`config.mk`:
```
export PLATFORM = sky130hd
export DESIGN_NAME = wei_top
export DESIGN_NICKNAME = d
export VERILOG_FILES = /design/src/rtl/wei_pkg.sv /design/src/rtl/wei_top.sv /design/src/rtl/wei_pulse_timer.sv /design/src/rtl/wei_ahb_slave.sv
export SDC_FILE = /design/constraint.sdc
export NUM_CORES = 1
export LEC_CHECK = 0
export BUFFER_PORTS_ARGS = -buffer_cell sky130_fd_sc_hd__buf_2
export CAP_MARGIN = 30
export CORE_ASPECT_RATIO = 0.6
export CORE_MARGIN = 3
export CORE_UTILIZATION = 56
export DETAILED_ROUTE_END_ITERATION = 12
export HOLD_SLACK_MARGIN = 0.02
export PLACE_DENSITY = 0.95
export SYNTH_ARGS = -nofsm -noshare
export SYNTH_HDL_FRONTEND = slang
export SYNTH_SLANG_ARGS = --single-unit
```
`constraint.sdc`:
```
create_clock -name clk_in -period 4.4 [get_ports clk_in]
set_input_delay 0.22 -clock clk_in [delete_from_list [all_inputs] [get_ports clk_in]]
set_output_delay 0.22 -clock clk_in [all_outputs]
set_load 0.02 [all_outputs]
```
`src/rtl/wei_pkg.sv`:
```
/*
  Constants, types and helpers shared by the wake event indication block.
  Assumes a 100 MHz clock and word-aligned AHB-Lite register access.
*/
// Contract
// - Two-bit field reports wake cause code
// - Writing one clears status bit, zero keeps
// - Status clears only while device ready
// - Status bit clears only after sources clear
// - Pulse mode drives fifty millisecond pulse
// - Static mode holds output until deactivated
// - Clearing status or enable drops output
// - Polarity bit sets level, survives soft reset
// - Open-drain ignores polarity, active low
// - Output driven only with enable bit set
// - Interrupt independent of output enable bit
// - Ready set only after settling completes
// - Control register readable in every state
// - Power state codes; reserved code refused
// - Byte test write wakes reduced state
// - Enabled event asserts output and interrupt
// - Drive type selects open-drain or push-pull
package wei_pkg;
  // ==========================================================
  // Register map
  localparam int ADDR_W = 8;
  localparam logic [7:0] PMC_OFS = 8'h00;
  localparam logic [7:0] BYTE_TEST_OFS = 8'h04;
  localparam logic [7:0] HARDWARE_CONFIG_REGISTER_OFS = 8'h08;
  // Arbitrary neutral value for the configuration word
  localparam logic [31:0] HARDWARE_CONFIG_REGISTER_VAL = 32'h0000_0000;
  // ==========================================================
  // Control register field positions
  localparam int READY_BIT = 0;
  localparam int OE_BIT = 1;
  localparam int POL_BIT = 2;
  localparam int PULSE_BIT = 3;
  localparam int STAT_LO = 4;
  localparam int TYPE_BIT = 6;
  localparam int ENERGY_DETECT_ENABLE_BIT = 8;
  localparam int LAN_WAKE_ENABLE_BIT = 9;
  localparam int PSTATE_LO = 12;
  // ==========================================================
  // Codes and reset values
  localparam logic [1:0] STAT_NONE = 2'h0;
  localparam logic [1:0] STAT_ENERGY = 2'h1;
  localparam logic [1:0] STAT_FRAME = 2'h2;
  localparam logic [1:0] STAT_MULTI = 2'h3;
  localparam logic [1:0] PSTATE_D0 = 2'h0;
  localparam logic [1:0] PSTATE_RSVD = 2'h3;
  localparam logic RST_BIT = 1'h0;
  // ==========================================================
  // Timing
  localparam int CLK_PERIOD_NS = 10;
  localparam int WAKE_PULSE_MS = 50;
  localparam int WAKE_PULSE_CYCLES = WAKE_PULSE_MS * 1000000 / CLK_PERIOD_NS;
  localparam int SETTLE_US = 10;
  localparam int SETTLE_CYCLES = (SETTLE_US * 1000 + CLK_PERIOD_NS - 1) / CLK_PERIOD_NS;
  // ==========================================================
  // Types
  typedef enum logic [1:0] {PS_AWAKE = 2'b00, PS_ASLEEP = 2'b01, PS_SETTLE = 2'b10} wei_pwr_t;
  typedef struct packed {
    logic wr;
    logic [ADDR_W-1:0] addr;
    logic [31:0] wdata;
  } wei_bus_req_t;
  // Cause code from the two event strobes
  function automatic logic [1:0] wei_cause(input logic ed, input logic wol);
    wei_cause = {wol, ed};
  endfunction
endpackage

```
`src/rtl/wei_top.sv`:
```
/*
  Wake event indication: power management control register, wake cause
  recording, external wake output and device ready sequencing.
  Assumes event strobes and source-pending levels come from logic on
  this clock, and that an AHB-Lite master owns the bus.
*/
`timescale 1ns/100ps
module wei_top #(
  parameter int PULSE_CYCLES = wei_pkg::WAKE_PULSE_CYCLES,
  parameter int SETTLE_COUNT = wei_pkg::SETTLE_CYCLES
) (
  // Clock, reset and enable
  input wire logic clk_in,
  input wire logic rst_n_in,
  input wire logic ce_in,
  // AHB-Lite slave
  input wire logic hsel_in,
  input wire logic [31:0] haddr_in,
  input wire logic [1:0] htrans_in,
  input wire logic hwrite_in,
  input wire logic [2:0] hsize_in,
  input wire logic hready_in,
  input wire logic [31:0] hwdata_in,
  output logic [31:0] hrdata_out,
  output logic hreadyout_out,
  output logic hresp_out,
  // Wake detectors and sources
  input wire logic energy_evt_in,
  input wire logic wol_evt_in,
  input wire logic [1:0] src_pend_in,
  input wire logic soft_rst_in,
  // Wake pin and status
  output logic wake_event_out,
  output logic wake_event_oe_out,
  output logic wake_interrupt_out,
  output logic ready_out,
  output logic [1:0] power_state_out
);
  import wei_pkg::*;

  // ==========================================================
  // Declarations
  wei_bus_req_t req;
  logic [ADDR_W-1:0] rd_addr;
  logic [31:0] rd_data;
  logic [31:0] pmc_word;
  wei_pwr_t pwr_ff;
  wei_pwr_t nxt_pwr;
  logic [1:0] pstate_ff;
  logic [1:0] nxt_pstate;
  logic [1:0] status_ff;
  logic [1:0] nxt_status;
  logic [1:0] clr_mask;
  logic [1:0] new_cause;
  logic [1:0] cause_ff;
  logic energy_detect_enable_ff;
  logic lan_wake_enable_ff;
  logic type_ff;
  logic pol_ff;
  logic pulse_ff;
  logic oe_ff;
  logic active_ff;
  logic ready_ff;
  logic intr_ff;
  logic wr_pmc;
  logic bt_wr;
  logic ed_hit;
  logic wol_hit;
  logic any_hit;
  logic hold;
  logic drive;
  logic tmr_busy;
  logic settle_busy;
  logic sleep_req;
  logic wake_req;
  logic settle_done;
  logic nxt_out;
  logic nxt_oe;

  // ==========================================================
  // Bus front end
  wei_ahb_slave u_bus (
    .clk_in(clk_in),
    .rst_n_in(rst_n_in),
    .ce_in(ce_in),
    .hsel_in(hsel_in),
    .haddr_in(haddr_in[ADDR_W-1:0]),
    .htrans_in(htrans_in),
    .hwrite_in(hwrite_in),
    .hready_in(hready_in),
    .hwdata_in(hwdata_in),
    .hrdata_out(hrdata_out),
    .hreadyout_out(hreadyout_out),
    .hresp_out(hresp_out),
    .rd_data_in(rd_data),
    .req_out(req),
    .rd_addr_out(rd_addr)
  );

  // Write decode; only the byte test write acts while not ready
  assign wr_pmc = req.wr && ready_ff && req.addr == PMC_OFS;
  assign bt_wr = req.wr && req.addr == BYTE_TEST_OFS;

  // Control register image
  assign pmc_word = {18'h0, pstate_ff, 2'h0, lan_wake_enable_ff, energy_detect_enable_ff, 1'h0, type_ff,
                     status_ff, pulse_ff, pol_ff, oe_ff, ready_ff};

  // Read mux: control word always, config word always, any other offset reads zero
  assign rd_data = (rd_addr == PMC_OFS) ? pmc_word :
                   (rd_addr == HARDWARE_CONFIG_REGISTER_OFS) ? HARDWARE_CONFIG_REGISTER_VAL :
                   32'h0000_0000;

  // ==========================================================
  // Wake events and cause status
  assign ed_hit = energy_evt_in && energy_detect_enable_ff;
  assign wol_hit = wol_evt_in && lan_wake_enable_ff;
  assign any_hit = ed_hit || wol_hit;
  assign new_cause = wei_cause(ed_hit, wol_hit);

  // Write-one clear, gated by ready and by the sources feeding each bit
  assign clr_mask = (wr_pmc ? req.wdata[STAT_LO +: 2] : 2'h0) & ~src_pend_in;

  // A second, different cause ORs into the multiple code; set beats clear
  assign nxt_status = soft_rst_in ? STAT_NONE : (status_ff & ~clr_mask) | new_cause;

  // Cause status register
  always_ff @(posedge clk_in or negedge rst_n_in)
  begin
    if (!rst_n_in)
      status_ff <= STAT_NONE;
    else if (ce_in)
      status_ff <= nxt_status;
  end

  // ==========================================================
  // Configuration bits
  always_ff @(posedge clk_in or negedge rst_n_in)
  begin
    if (!rst_n_in)
    begin
      energy_detect_enable_ff <= RST_BIT;
      lan_wake_enable_ff <= RST_BIT;
      pulse_ff <= RST_BIT;
      oe_ff <= RST_BIT;
    end
    else if (ce_in)
    begin
      if (soft_rst_in)
      begin
        energy_detect_enable_ff <= RST_BIT;
        lan_wake_enable_ff <= RST_BIT;
        pulse_ff <= RST_BIT;
        oe_ff <= RST_BIT;
      end
      else if (wr_pmc)
      begin
        energy_detect_enable_ff <= req.wdata[ENERGY_DETECT_ENABLE_BIT];
        lan_wake_enable_ff <= req.wdata[LAN_WAKE_ENABLE_BIT];
        pulse_ff <= req.wdata[PULSE_BIT];
        oe_ff <= req.wdata[OE_BIT];
      end
    end
  end

  // Polarity and drive type ignore soft reset
  always_ff @(posedge clk_in or negedge rst_n_in)
  begin
    if (!rst_n_in)
    begin
      pol_ff <= RST_BIT;
      type_ff <= RST_BIT;
    end
    else if (ce_in && wr_pmc)
    begin
      pol_ff <= req.wdata[POL_BIT];
      type_ff <= req.wdata[TYPE_BIT];
    end
  end

  // ==========================================================
  // Wake output generation
  // Output stays up only while a recorded cause still has its enable
  assign hold = status_ff != STAT_NONE && |(cause_ff & {lan_wake_enable_ff, energy_detect_enable_ff});

  // Pulse timer restarts on each enabled event in pulse mode
  wei_pulse_timer #(
    .CYCLES(PULSE_CYCLES),
    .BUSY_AT_RESET(1'b0)
  ) u_pulse (
    .clk_in(clk_in),
    .rst_n_in(rst_n_in),
    .ce_in(ce_in),
    .start_in(any_hit && pulse_ff),
    .stop_in(!hold && !any_hit),
    .busy_out(tmr_busy)
  );

  // Active level: fixed pulse or static hold
  assign drive = pulse_ff ? tmr_busy && hold : active_ff;

  // Static hold flag and recorded causes
  always_ff @(posedge clk_in or negedge rst_n_in)
  begin
    if (!rst_n_in)
    begin
      active_ff <= 1'b0;
      cause_ff <= 2'h0;
      intr_ff <= 1'b0;
    end
    else if (ce_in)
    begin
      // Only static mode latches, so a later switch out of pulse mode never leaves a stale level
      active_ff <= !pulse_ff && (any_hit || (active_ff && hold));
      cause_ff <= (nxt_status == STAT_NONE) ? 2'h0 : cause_ff | new_cause;
      intr_ff <= any_hit || (intr_ff && nxt_status != STAT_NONE);
    end
  end

  // Pin level: open-drain pulls low when active, push-pull follows polarity
  assign nxt_out = type_ff ? (drive ~^ pol_ff) : 1'b0;
  assign nxt_oe = oe_ff && (type_ff || drive);

  // Pin registers
  always_ff @(posedge clk_in or negedge rst_n_in)
  begin
    if (!rst_n_in)
    begin
      wake_event_out <= 1'b0;
      wake_event_oe_out <= 1'b0;
      wake_interrupt_out <= 1'b0;
    end
    else if (ce_in)
    begin
      wake_event_out <= nxt_out;
      wake_event_oe_out <= nxt_oe;
      wake_interrupt_out <= intr_ff;
    end
  end

  // ==========================================================
  // Power state and ready sequencing
  assign sleep_req = wr_pmc && req.wdata[PSTATE_LO +: 2] != PSTATE_D0 &&
                     req.wdata[PSTATE_LO +: 2] != PSTATE_RSVD;
  assign wake_req = bt_wr || any_hit;

  // Settle timer runs from power-up and after each wake
  wei_pulse_timer #(
    .CYCLES(SETTLE_COUNT),
    .BUSY_AT_RESET(1'b1)
  ) u_settle (
    .clk_in(clk_in),
    .rst_n_in(rst_n_in),
    .ce_in(ce_in),
    .start_in(pwr_ff == PS_ASLEEP && wake_req),
    .stop_in(1'b0),
    .busy_out(settle_busy)
  );
  assign settle_done = pwr_ff == PS_SETTLE && !settle_busy;

  // Next power state
  always_comb
  begin
    nxt_pwr = pwr_ff;
    nxt_pstate = pstate_ff;
    case (pwr_ff)
      PS_AWAKE:
        if (sleep_req)
        begin
          nxt_pwr = PS_ASLEEP;
          nxt_pstate = req.wdata[PSTATE_LO +: 2];
        end
      PS_ASLEEP:
        if (wake_req)
          nxt_pwr = PS_SETTLE;
      PS_SETTLE:
        if (settle_done)
        begin
          nxt_pwr = PS_AWAKE;
          nxt_pstate = PSTATE_D0;
        end
      default:
        nxt_pwr = PS_SETTLE;
    endcase
  end

  // Power state, mode field and ready flag
  always_ff @(posedge clk_in or negedge rst_n_in)
  begin
    if (!rst_n_in)
    begin
      pwr_ff <= PS_SETTLE;
      pstate_ff <= PSTATE_D0;
      ready_ff <= 1'b0;
    end
    else if (ce_in)
    begin
      pwr_ff <= nxt_pwr;
      pstate_ff <= nxt_pstate;
      ready_ff <= nxt_pwr == PS_AWAKE;
    end
  end

  // Status outputs
  always_ff @(posedge clk_in or negedge rst_n_in)
  begin
    if (!rst_n_in)
    begin
      ready_out <= 1'b0;
      power_state_out <= PSTATE_D0;
    end
    else if (ce_in)
    begin
      ready_out <= ready_ff;
      power_state_out <= pstate_ff;
    end
  end
endmodule

```
`src/rtl/wei_pulse_timer.sv`:
```
/*
  Down-counting one-shot timer: busy for CYCLES cycles after start.
  Assumes start and stop come from logic on the same clock.
*/
`timescale 1ns/100ps
module wei_pulse_timer #(
  parameter int CYCLES = 16,
  parameter bit BUSY_AT_RESET = 1'b0
) (
  // Clock and reset
  input wire logic clk_in,
  input wire logic rst_n_in,
  input wire logic ce_in,
  // Control
  input wire logic start_in,
  input wire logic stop_in,
  output logic busy_out
);
  localparam int W = $clog2(CYCLES + 1);
  localparam logic [W-1:0] LOAD = W'(CYCLES);
  logic [W-1:0] cnt_ff;
  logic [W-1:0] nxt_cnt;

  // Start reloads, stop aborts, otherwise count down to zero
  assign nxt_cnt = start_in ? LOAD : (stop_in || cnt_ff == '0) ? '0 : cnt_ff - W'(1);
  assign busy_out = cnt_ff != '0;

  // Counter state
  always_ff @(posedge clk_in or negedge rst_n_in)
  begin
    if (!rst_n_in)
      cnt_ff <= BUSY_AT_RESET ? LOAD : '0;
    else if (ce_in)
      cnt_ff <= nxt_cnt;
  end
endmodule

```
`src/rtl/wei_ahb_slave.sv`:
```
/*
  AHB-Lite slave front end: zero-wait writes, one wait state on reads.
  Assumes single word transfers; the response is always OKAY.
*/
`timescale 1ns/100ps
module wei_ahb_slave (
  // Clock and reset
  input wire logic clk_in,
  input wire logic rst_n_in,
  input wire logic ce_in,
  // Bus side
  input wire logic hsel_in,
  input wire logic [wei_pkg::ADDR_W-1:0] haddr_in,
  input wire logic [1:0] htrans_in,
  input wire logic hwrite_in,
  input wire logic hready_in,
  input wire logic [31:0] hwdata_in,
  output logic [31:0] hrdata_out,
  output logic hreadyout_out,
  output logic hresp_out,
  // Register side
  input wire logic [31:0] rd_data_in,
  output wei_pkg::wei_bus_req_t req_out,
  output logic [wei_pkg::ADDR_W-1:0] rd_addr_out
);
  import wei_pkg::*;
  logic wr_pend_ff;
  logic [ADDR_W-1:0] addr_ff;
  logic addr_phase;

  // Accepted address phase
  assign addr_phase = hsel_in && htrans_in[1] && hready_in;
  assign req_out = '{wr: wr_pend_ff, addr: addr_ff, wdata: hwdata_in};
  assign rd_addr_out = addr_ff;

  // Phase tracking, wait state and read data
  always_ff @(posedge clk_in or negedge rst_n_in)
  begin
    if (!rst_n_in)
    begin
      wr_pend_ff <= 1'b0;
      addr_ff <= '0;
      hrdata_out <= 32'h0000_0000;
      hreadyout_out <= 1'b1;
      hresp_out <= 1'b0;
    end
    else if (ce_in)
    begin
      wr_pend_ff <= addr_phase && hwrite_in;
      if (addr_phase)
        addr_ff <= haddr_in;
      hreadyout_out <= !(addr_phase && !hwrite_in);
      if (!hreadyout_out)
        hrdata_out <= rd_data_in;
      hresp_out <= 1'b0;
    end
  end
endmodule

```
; Word-level counts from Yosys, hierarchy flattened
; Cells that the tools add are included.
[word_totals]
ff_bits = 98
input_bits = 80
out_inout_bits = 40
word_cells = 118
[op_classes]
add_sub_neg = 2
n_eq_ne = 6
n_mux = 25
bitwise_logic = 9
n_reduce_logical = 52
[op_table]
columns = cell, n
row1 = 2-to-1 mux 23 bit, 2
row2 = logical NOT 23 bit, 1
row3 = nonzero test 23 bit, 1
row4 = subtractor 23 x 1 -> 23 bit (second input constant), 1
row5 = logical AND 1 bit, 22
row6 = 2-to-1 mux 10 bit, 2
row7 = 2-to-1 mux 2 bit, 8
row8 = 2-to-1 mux 14 bit, 1
row9 = logical NOT 10 bit, 1
row10 = 2-to-1 mux 1 bit, 10
row11 = nonzero test 10 bit, 1
row12 = nonzero test 2 bit, 5
row13 = subtractor 10 x 1 -> 10 bit (second input constant), 1
row14 = equality test 8 x 3 -> 1 bit (second input constant), 1
row15 = logical NOT 8 bit, 1
row16 = AND 2 bit, 3
row17 = logical NOT 1 bit, 6
row18 = logical NOT 2 bit, 3
row19 = logical OR 1 bit, 6
row20 = inequality test 2 bit (second input constant), 3
row21 = one-hot mux 2 bit (3 select lines), 1
row22 = AND reduction 2 bit, 3
row23 = inverter 2 bit, 2
row24 = bitwise OR 2 bit, 2
row25 = other kinds (7), 7

; Longest topological paths before layout
[depth]
depth_word = 11
mapped_depth = 7
ltp_nobuf = 7

; Modules after synthesis
; A second synthesis with hierarchy kept.
[hier_totals]
cells_unflattened = 487
area_unflattened_um2 = 5413.9
[by_module_without_submodules]
columns = module, instances, cells_per_inst, area_per_inst_um2, seq_area_each_um2
row1 = wei_ahb_slave, 1, 137, 2067.0, 1052.3
row2 = wei_pulse_timer (u_pulse), 1, 150, 1415.1, 575.6
row3 = wei_top, 1, 131, 1290.0, 576.8
row4 = wei_pulse_timer (u_settle), 1, 69, 641.9, 257.7

; Worst setup path before layout
; No wires, ideal clock.
[synth_path]
path_kind = register to register
start = register u_pulse.cnt_ff[15]
end = register wake_event_out
arrival_ps = 2312
required_ps = 4276
path_slack_ps = 1964
path_stages_with_launch = 6
n_path_buf = 0
synth_period_minus_slack_ps = 2436
path_cell_list = dfrtp_1 -> or4_4 -> or4_4 -> o311a_1 -> o2111a_1 -> a211o_1
[synth_between]
elab_chain_cells = 5
[synth_lines]
columns = item, line
row1 = from (decl), wei_pulse_timer.sv:21  ; logic [W-1:0] cnt_ff;
row2 = from (signal assigned), wei_pulse_timer.sv:32  ; cnt_ff <= BUSY_AT_RESET ? LOAD : '0;
row3 = from (signal assigned), wei_pulse_timer.sv:34  ; cnt_ff <= nxt_cnt;
row4 = nonzero test 23 bit, wei_pulse_timer.sv:26  ; assign busy_out = cnt_ff != '0;
row5 = logical AND 1 bit, wei_top.sv:199  ; assign drive = pulse_ff ? tmr_busy && hold : active_ff;
row6 = 2-to-1 mux 1 bit, wei_top.sv:199
row7 = XNOR 1 bit, wei_top.sv:220  ; assign nxt_out = type_ff ? (drive ~^ pol_ff) : 1'b0;
row8 = 2-to-1 mux 1 bit, wei_top.sv:220
row9 = to (signal assigned), wei_top.sv:234  ; wake_event_out <= nxt_out;
row10 = to (decl), wei_top.sv:33  ; output logic wake_event_out,
; Every way passes these cells.
; A chain may end at the register's enable or synchronous reset.

; Worst setup path after layout
[layout_path]
start = register u_bus.addr_ff[6], in the netlist u_bus.rd_addr_out[6]
end = register pstate_ff[0]
[layout_between]
elab_chain_cells = 6
[layout_lines]
columns = item, line
row1 = from (decl), wei_ahb_slave.sv:28  ; logic [ADDR_W-1:0] addr_ff;
row2 = from (signal assigned), wei_ahb_slave.sv:51  ; addr_ff <= haddr_in;
row3 = logical NOT 8 bit, wei_top.sv:101  ; assign wr_pmc = req.wr && ready_ff && req.addr == PMC_OFS;
row4 = logical AND 1 bit, wei_top.sv:101
row5 = logical AND 1 bit (2 in series), wei_top.sv:242  ; assign sleep_req = wr_pmc && req.wdata[PSTATE_LO +: 2] != PSTATE_D0 &&
row6 = inequality test 2 bit (no source line), -
row7 = AND reduction 4 bit (no source line), -
row8 = to (signal assigned), wei_top.sv:298  ; pstate_ff <= nxt_pstate;
row9 = to (decl), wei_top.sv:49  ; logic [1:0] pstate_ff;
; Every way passes these cells.

==> metrics list <==
* Number of flip-flops and latches in the synthesized netlist: 77
- Routability cong.: 0.902
- Worst Path Class, Setup: reg -> reg
- TritonCTS built the clock tree.
- Yosys mapped the design onto 62 distinct sky130hd cell types.
- For the worst-skew pair, the clock arrives at the later sink with an insertion delay of 0.34 ns.
- The worst setup path is captured at a flop.
- In the post-synthesis netlist, the cell with the most instances is sky130_fd_sc_hd__dfrtp_1.
- Using the TritonRoute via totals, the vias-per-cell ratio works out to 6.43.
* Synthesized instance count: about 380
* Proportion of register bits with asynchronous set or reset after synthesis: 100%
- Max-cap violations in this run came to 0.
- Maximum buffer depth of the clock tree: 2
- For this run, the post-layout net count is between 500 and 600.
* Internal power consumption: 1.44 mW
- In this run the mean area of a mapped cell was between 10 and 15 sq um.
- STA puts the critical path data required time at roughly 4.6 ns.
* Ant diodes: 0
- For this design, the slowest cell found on the critical path is sky130_fd_sc_hd__nor4_2.
- Maximum number of pins on one net before global-route repair: 73
- Combinational share of power: 15.7%
- Critical-path maximum fanout: 7
- CTS clk-pin slew, worst paths: 0.06 ns
- After detailed routing, the number of remaining DRC violations is 0.
- The clock network is responsible for about two fifths of the overall power.
- In this run the vertical extent of the chip is 71.1 um.
* Tightest slew margin relative to the limit: 39.9%
- Once the floorplan was initialized, standard cells occupied 58.5% of the core.
* Power Density: 438 mW/mm^2
- The area growth from synthesis to layout is 14.5%.
- Number of top-level pins: 120
* Number of non-filler instances in the completed layout: 519
* Number of warnings reported in the yosys synthesis log: 0
- Once detailed placement completed, the half-perimeter wirelength came to 6650 um.
* First-pass GRT wire length: 16500 um
- Count of input and output buffers: 47
- Worst Max-Slew Pin Slew: ~0.9 ns
- Clock skew on the completed layout was measured at 0.00584 ns.
- The largest single stage delay on the critical path is roughly 0.7 ns.
* Final Setup Violations: 0
- The startpoint identified for the worst register-to-register timing path is u_bus.rd_addr_out[6].
- Routed wire length: between 9000 and 10000 um
- Initial antenna violation count: 0
- Classification of the worst-slack hold path: in -> reg
- Post-route clock period utilization: between 60% and 70%
- Setup total negative slack: 0 ns
* Worst r2r path cells: 5
* Vias after detailed routing: 3336
* Portion of total power attributed to sequential cells: 43.8%
* NetSw: 0.547 mW
- Post-CTS Setup Repair Bufs: 0
* FF-to-FF End: pstate_ff[0]
- The floorplan has 23 rows.
- Fraction of synthesized cell area taken by the top area cell type: 43.6%
- Counting tap cells, the placed design contains a total of between 500 and 600 instances.
- Total gr overflow: 0
* Combined area of the multi-input logic cells: 0.00184 sq mm
- Setup slack of the worst register-to-register path: ~1.5 ns
- Overall global routing resource usage: between 20% and 30%
* Most used standard cells in the synthesized netlist: sky130_fd_sc_hd__dfrtp_1, sky130_fd_sc_hd__a22o_1, sky130_fd_sc_hd__buf_4, sky130_fd_sc_hd__nor3_1, sky130_fd_sc_hd__o21ai_0
* Number of sinks handled by clock tree synthesis: 77
- The clock tree synthesis step divided the H-tree into 3 levels.
- Together, buffers and inverters on the worst path number 0.
- Worst slack at placement: approximately 1.6 ns
- Finished layout cell area: around 0.0045 sq mm
* Final core utilization: between 60 and 70%
- WL/cell: 19.2 um
- Grouping stages by cell kind, the critical path spends the most delay in simple AND/OR/NAND/NOR gates.
* Area enclosed by the die boundary: 0.00814 sq mm
- The placed instances occupy a cell area of 0.00420 sq mm.
- Once detail routing completed, the nets flagged for antenna violations numbered 0.
- The number of hold violations in the final report came to 0.
* Count of pins over their slew limit: 0
- CTS root buf: sky130_fd_sc_hd__clkbuf_16
- Iteration-0 DRC Markers: 343
* Worst hold stages: 2
- Number of filler cells placed in the layout: 461
- The worst-case IR drop observed on VDD is 0.336 mV.
* Number of buffers inserted during clock tree synthesis: 9
* Startpoint type of the worst setup path: flop
* Switching power share of the total: about 28%
- Worst setup margin: 1.47 ns
* Placeable Area: 0.00676 sq mm
- Shortest clock period the worst path allows after layout: between 2 and 3 ns
- Hold buffer count at CTS: 1
* Library cell with the largest summed area after synthesis: sky130_fd_sc_hd__dfrtp_1
* Outcome: complete, no violations
* Drt pass-1 iters: 5
* Sequential share of the synthesized area: 49.0%
- In this run, synthesis inferred 0 flip-flops with an integrated enable.
- Ratio of cells with drive above 1 in the final layout: 22.5%
* Top achievable clock speed: 341 MHz
- Footprint of the flip-flops and latches: 0.00194 sq mm
* Hold path start: hwdata_in[9]
- The mapped netlist covers 0.00396 sq mm.
* Endpoint of the worst hold-timing path: lan_wake_enable_ff
* Vias in the first global route: between 3000 and 4000
- Data arrival time at the worst-slack endpoint: 3.15 ns
* Count of cells resized by post-cts repair: 0
- Worst path cell trace: or4_1 -> nor4_2 -> nor4b_2 -> o21ai_0 -> a32o_1
- For this run, the leading register cell type out of synthesis is sky130_fd_sc_hd__dfrtp_1.
- Setup repair after global routing missed its margin: false
- For this design the static power due to leakage is 2.17 nW.
* Die Span X: 115 um
- Ranked by total cell area, the synthesized netlist is headed by sky130_fd_sc_hd__dfrtp_1, sky130_fd_sc_hd__dfstp_2, sky130_fd_sc_hd__a22o_1.
==> sequential cells by signal, indices dropped and copies added (netlist names), 8 cells and up <==
| register | cells |
|---|---|
| u_bus.rd_addr_out | 8 |
| u_settle.cnt_ff | 10 |
| u_pulse.cnt_ff | 23 |
| u_bus.hrdata_out | 11 |
==> power by group through the flow <==
stage                     Combinational, mW  Sequential [mW]  Clock (mW)
after floorplan                       0.234            0.862           0
after global placement                0.285            0.871           0
after detailed placement              0.303            0.876           0
after CTS                             0.308            0.866       0.817
after global routing                  0.344            0.878       0.850
final                                 0.311            0.868       0.803
==> worst reg2reg max path: stages (launching register included) <==
cell                      delay [ns]
sky130_fd_sc_hd__dfrtp_1        0.38
sky130_fd_sc_hd__or4_1          0.62
sky130_fd_sc_hd__nor4_2         0.70
sky130_fd_sc_hd__nor4b_2        0.56
sky130_fd_sc_hd__o21ai_0        0.27
sky130_fd_sc_hd__a32o_1         0.29
==> placed cells by master, fill, tap and decap left out, drive strengths merged, types with 10 or more instances in the layout <==
| cell type | synthesis | routed |
|---|---|---|
| nand2 | 16 | 16 |
| buf | 23 | 51 |
| nor2 | 18 | 18 |
| conb | 1 | 22 |
| inv | 12 | 12 |
| clkbuf | 12 | 10 |
| dfrtp | 69 | 69 |
| nor4 | 11 | 11 |
| nor3 | 21 | 21 |
| o21ai | 21 | 21 |
| mux2 | 14 | 14 |
| or4 | 11 | 11 |
| a21oi | 10 | 10 |
| a22o | 22 | 22 |
==> worst max path at each step <==
stage / start / end / slack, ns / cells past startpoint
6_report: u_bus.rd_addr_out[6] / pstate_ff[0] / 1.47 / 5
5_1_grt: u_bus.rd_addr_out[6] / pstate_ff[0] / 1.33 / 5
4_1_cts: u_bus.rd_addr_out[6] / pstate_ff[0] / 1.52 / 5
3_5_place_dp: u_bus.rd_addr_out[6] / pstate_ff[0] / 1.60 / 5
3_3_place_gp: u_bus.rd_addr_out[6] / pstate_ff[0] / 1.75 / 5
2_1_floorplan: u_pulse.cnt_ff[15] / wake_event_out / 1.96 / 5
==> per-stage QoR <==
| stage | hold WS, ns | power [mW] |
|---|---|---|
| 2_1_floorplan | -0.0756 | 1.10 |
| 3_3_place_gp | 0.0407 | 1.16 |
| 3_5_place_dp | 0.0438 | 1.18 |
| 4_1_cts | 0.0939 | 1.99 |
| 5_1_grt | 0.103 | 2.07 |
| 6_report | 0.103 | 1.98 |
==> layer usage <==
layer	global-route usage, %	wire length [um]	share of wire (%)
met5	0	0	0
met2	39.4	4540	45
met3	8.12	966	9.7
met1	36.3	4270	43
met4	9.22	196	2.0
==> cell families (layout without fill, tap and decap cells) <==
kind of cell / after synthesis / in the layout / share of synthesized area [%]
compound gates: 107 / 107 / 19.9
xor+xnor: 7 / 7 / 1.55
fa+ha+maj: 4 / 4 / 1.27
buf+inv: 48 / 81 / 6.64
flops: 77 / 77 / 49.0
mux: 17 / 17 / 4.74
other cells: 1 / 22 / 0.0948
simple gates: 117 / 117 / 16.8
==> final cells by class <==
class	count	area share, %
Multi-Input combinational cell	274	40.5
Inverter	13	1.08
Tap cell	87	2.40
Timing Repair Buffer	52	6.08
Clock buffer	10	5.27
Clock inverter	6	1.91
Sequential cell	77	42.8
Note: power is estimated with default switching activity, not from simulation.
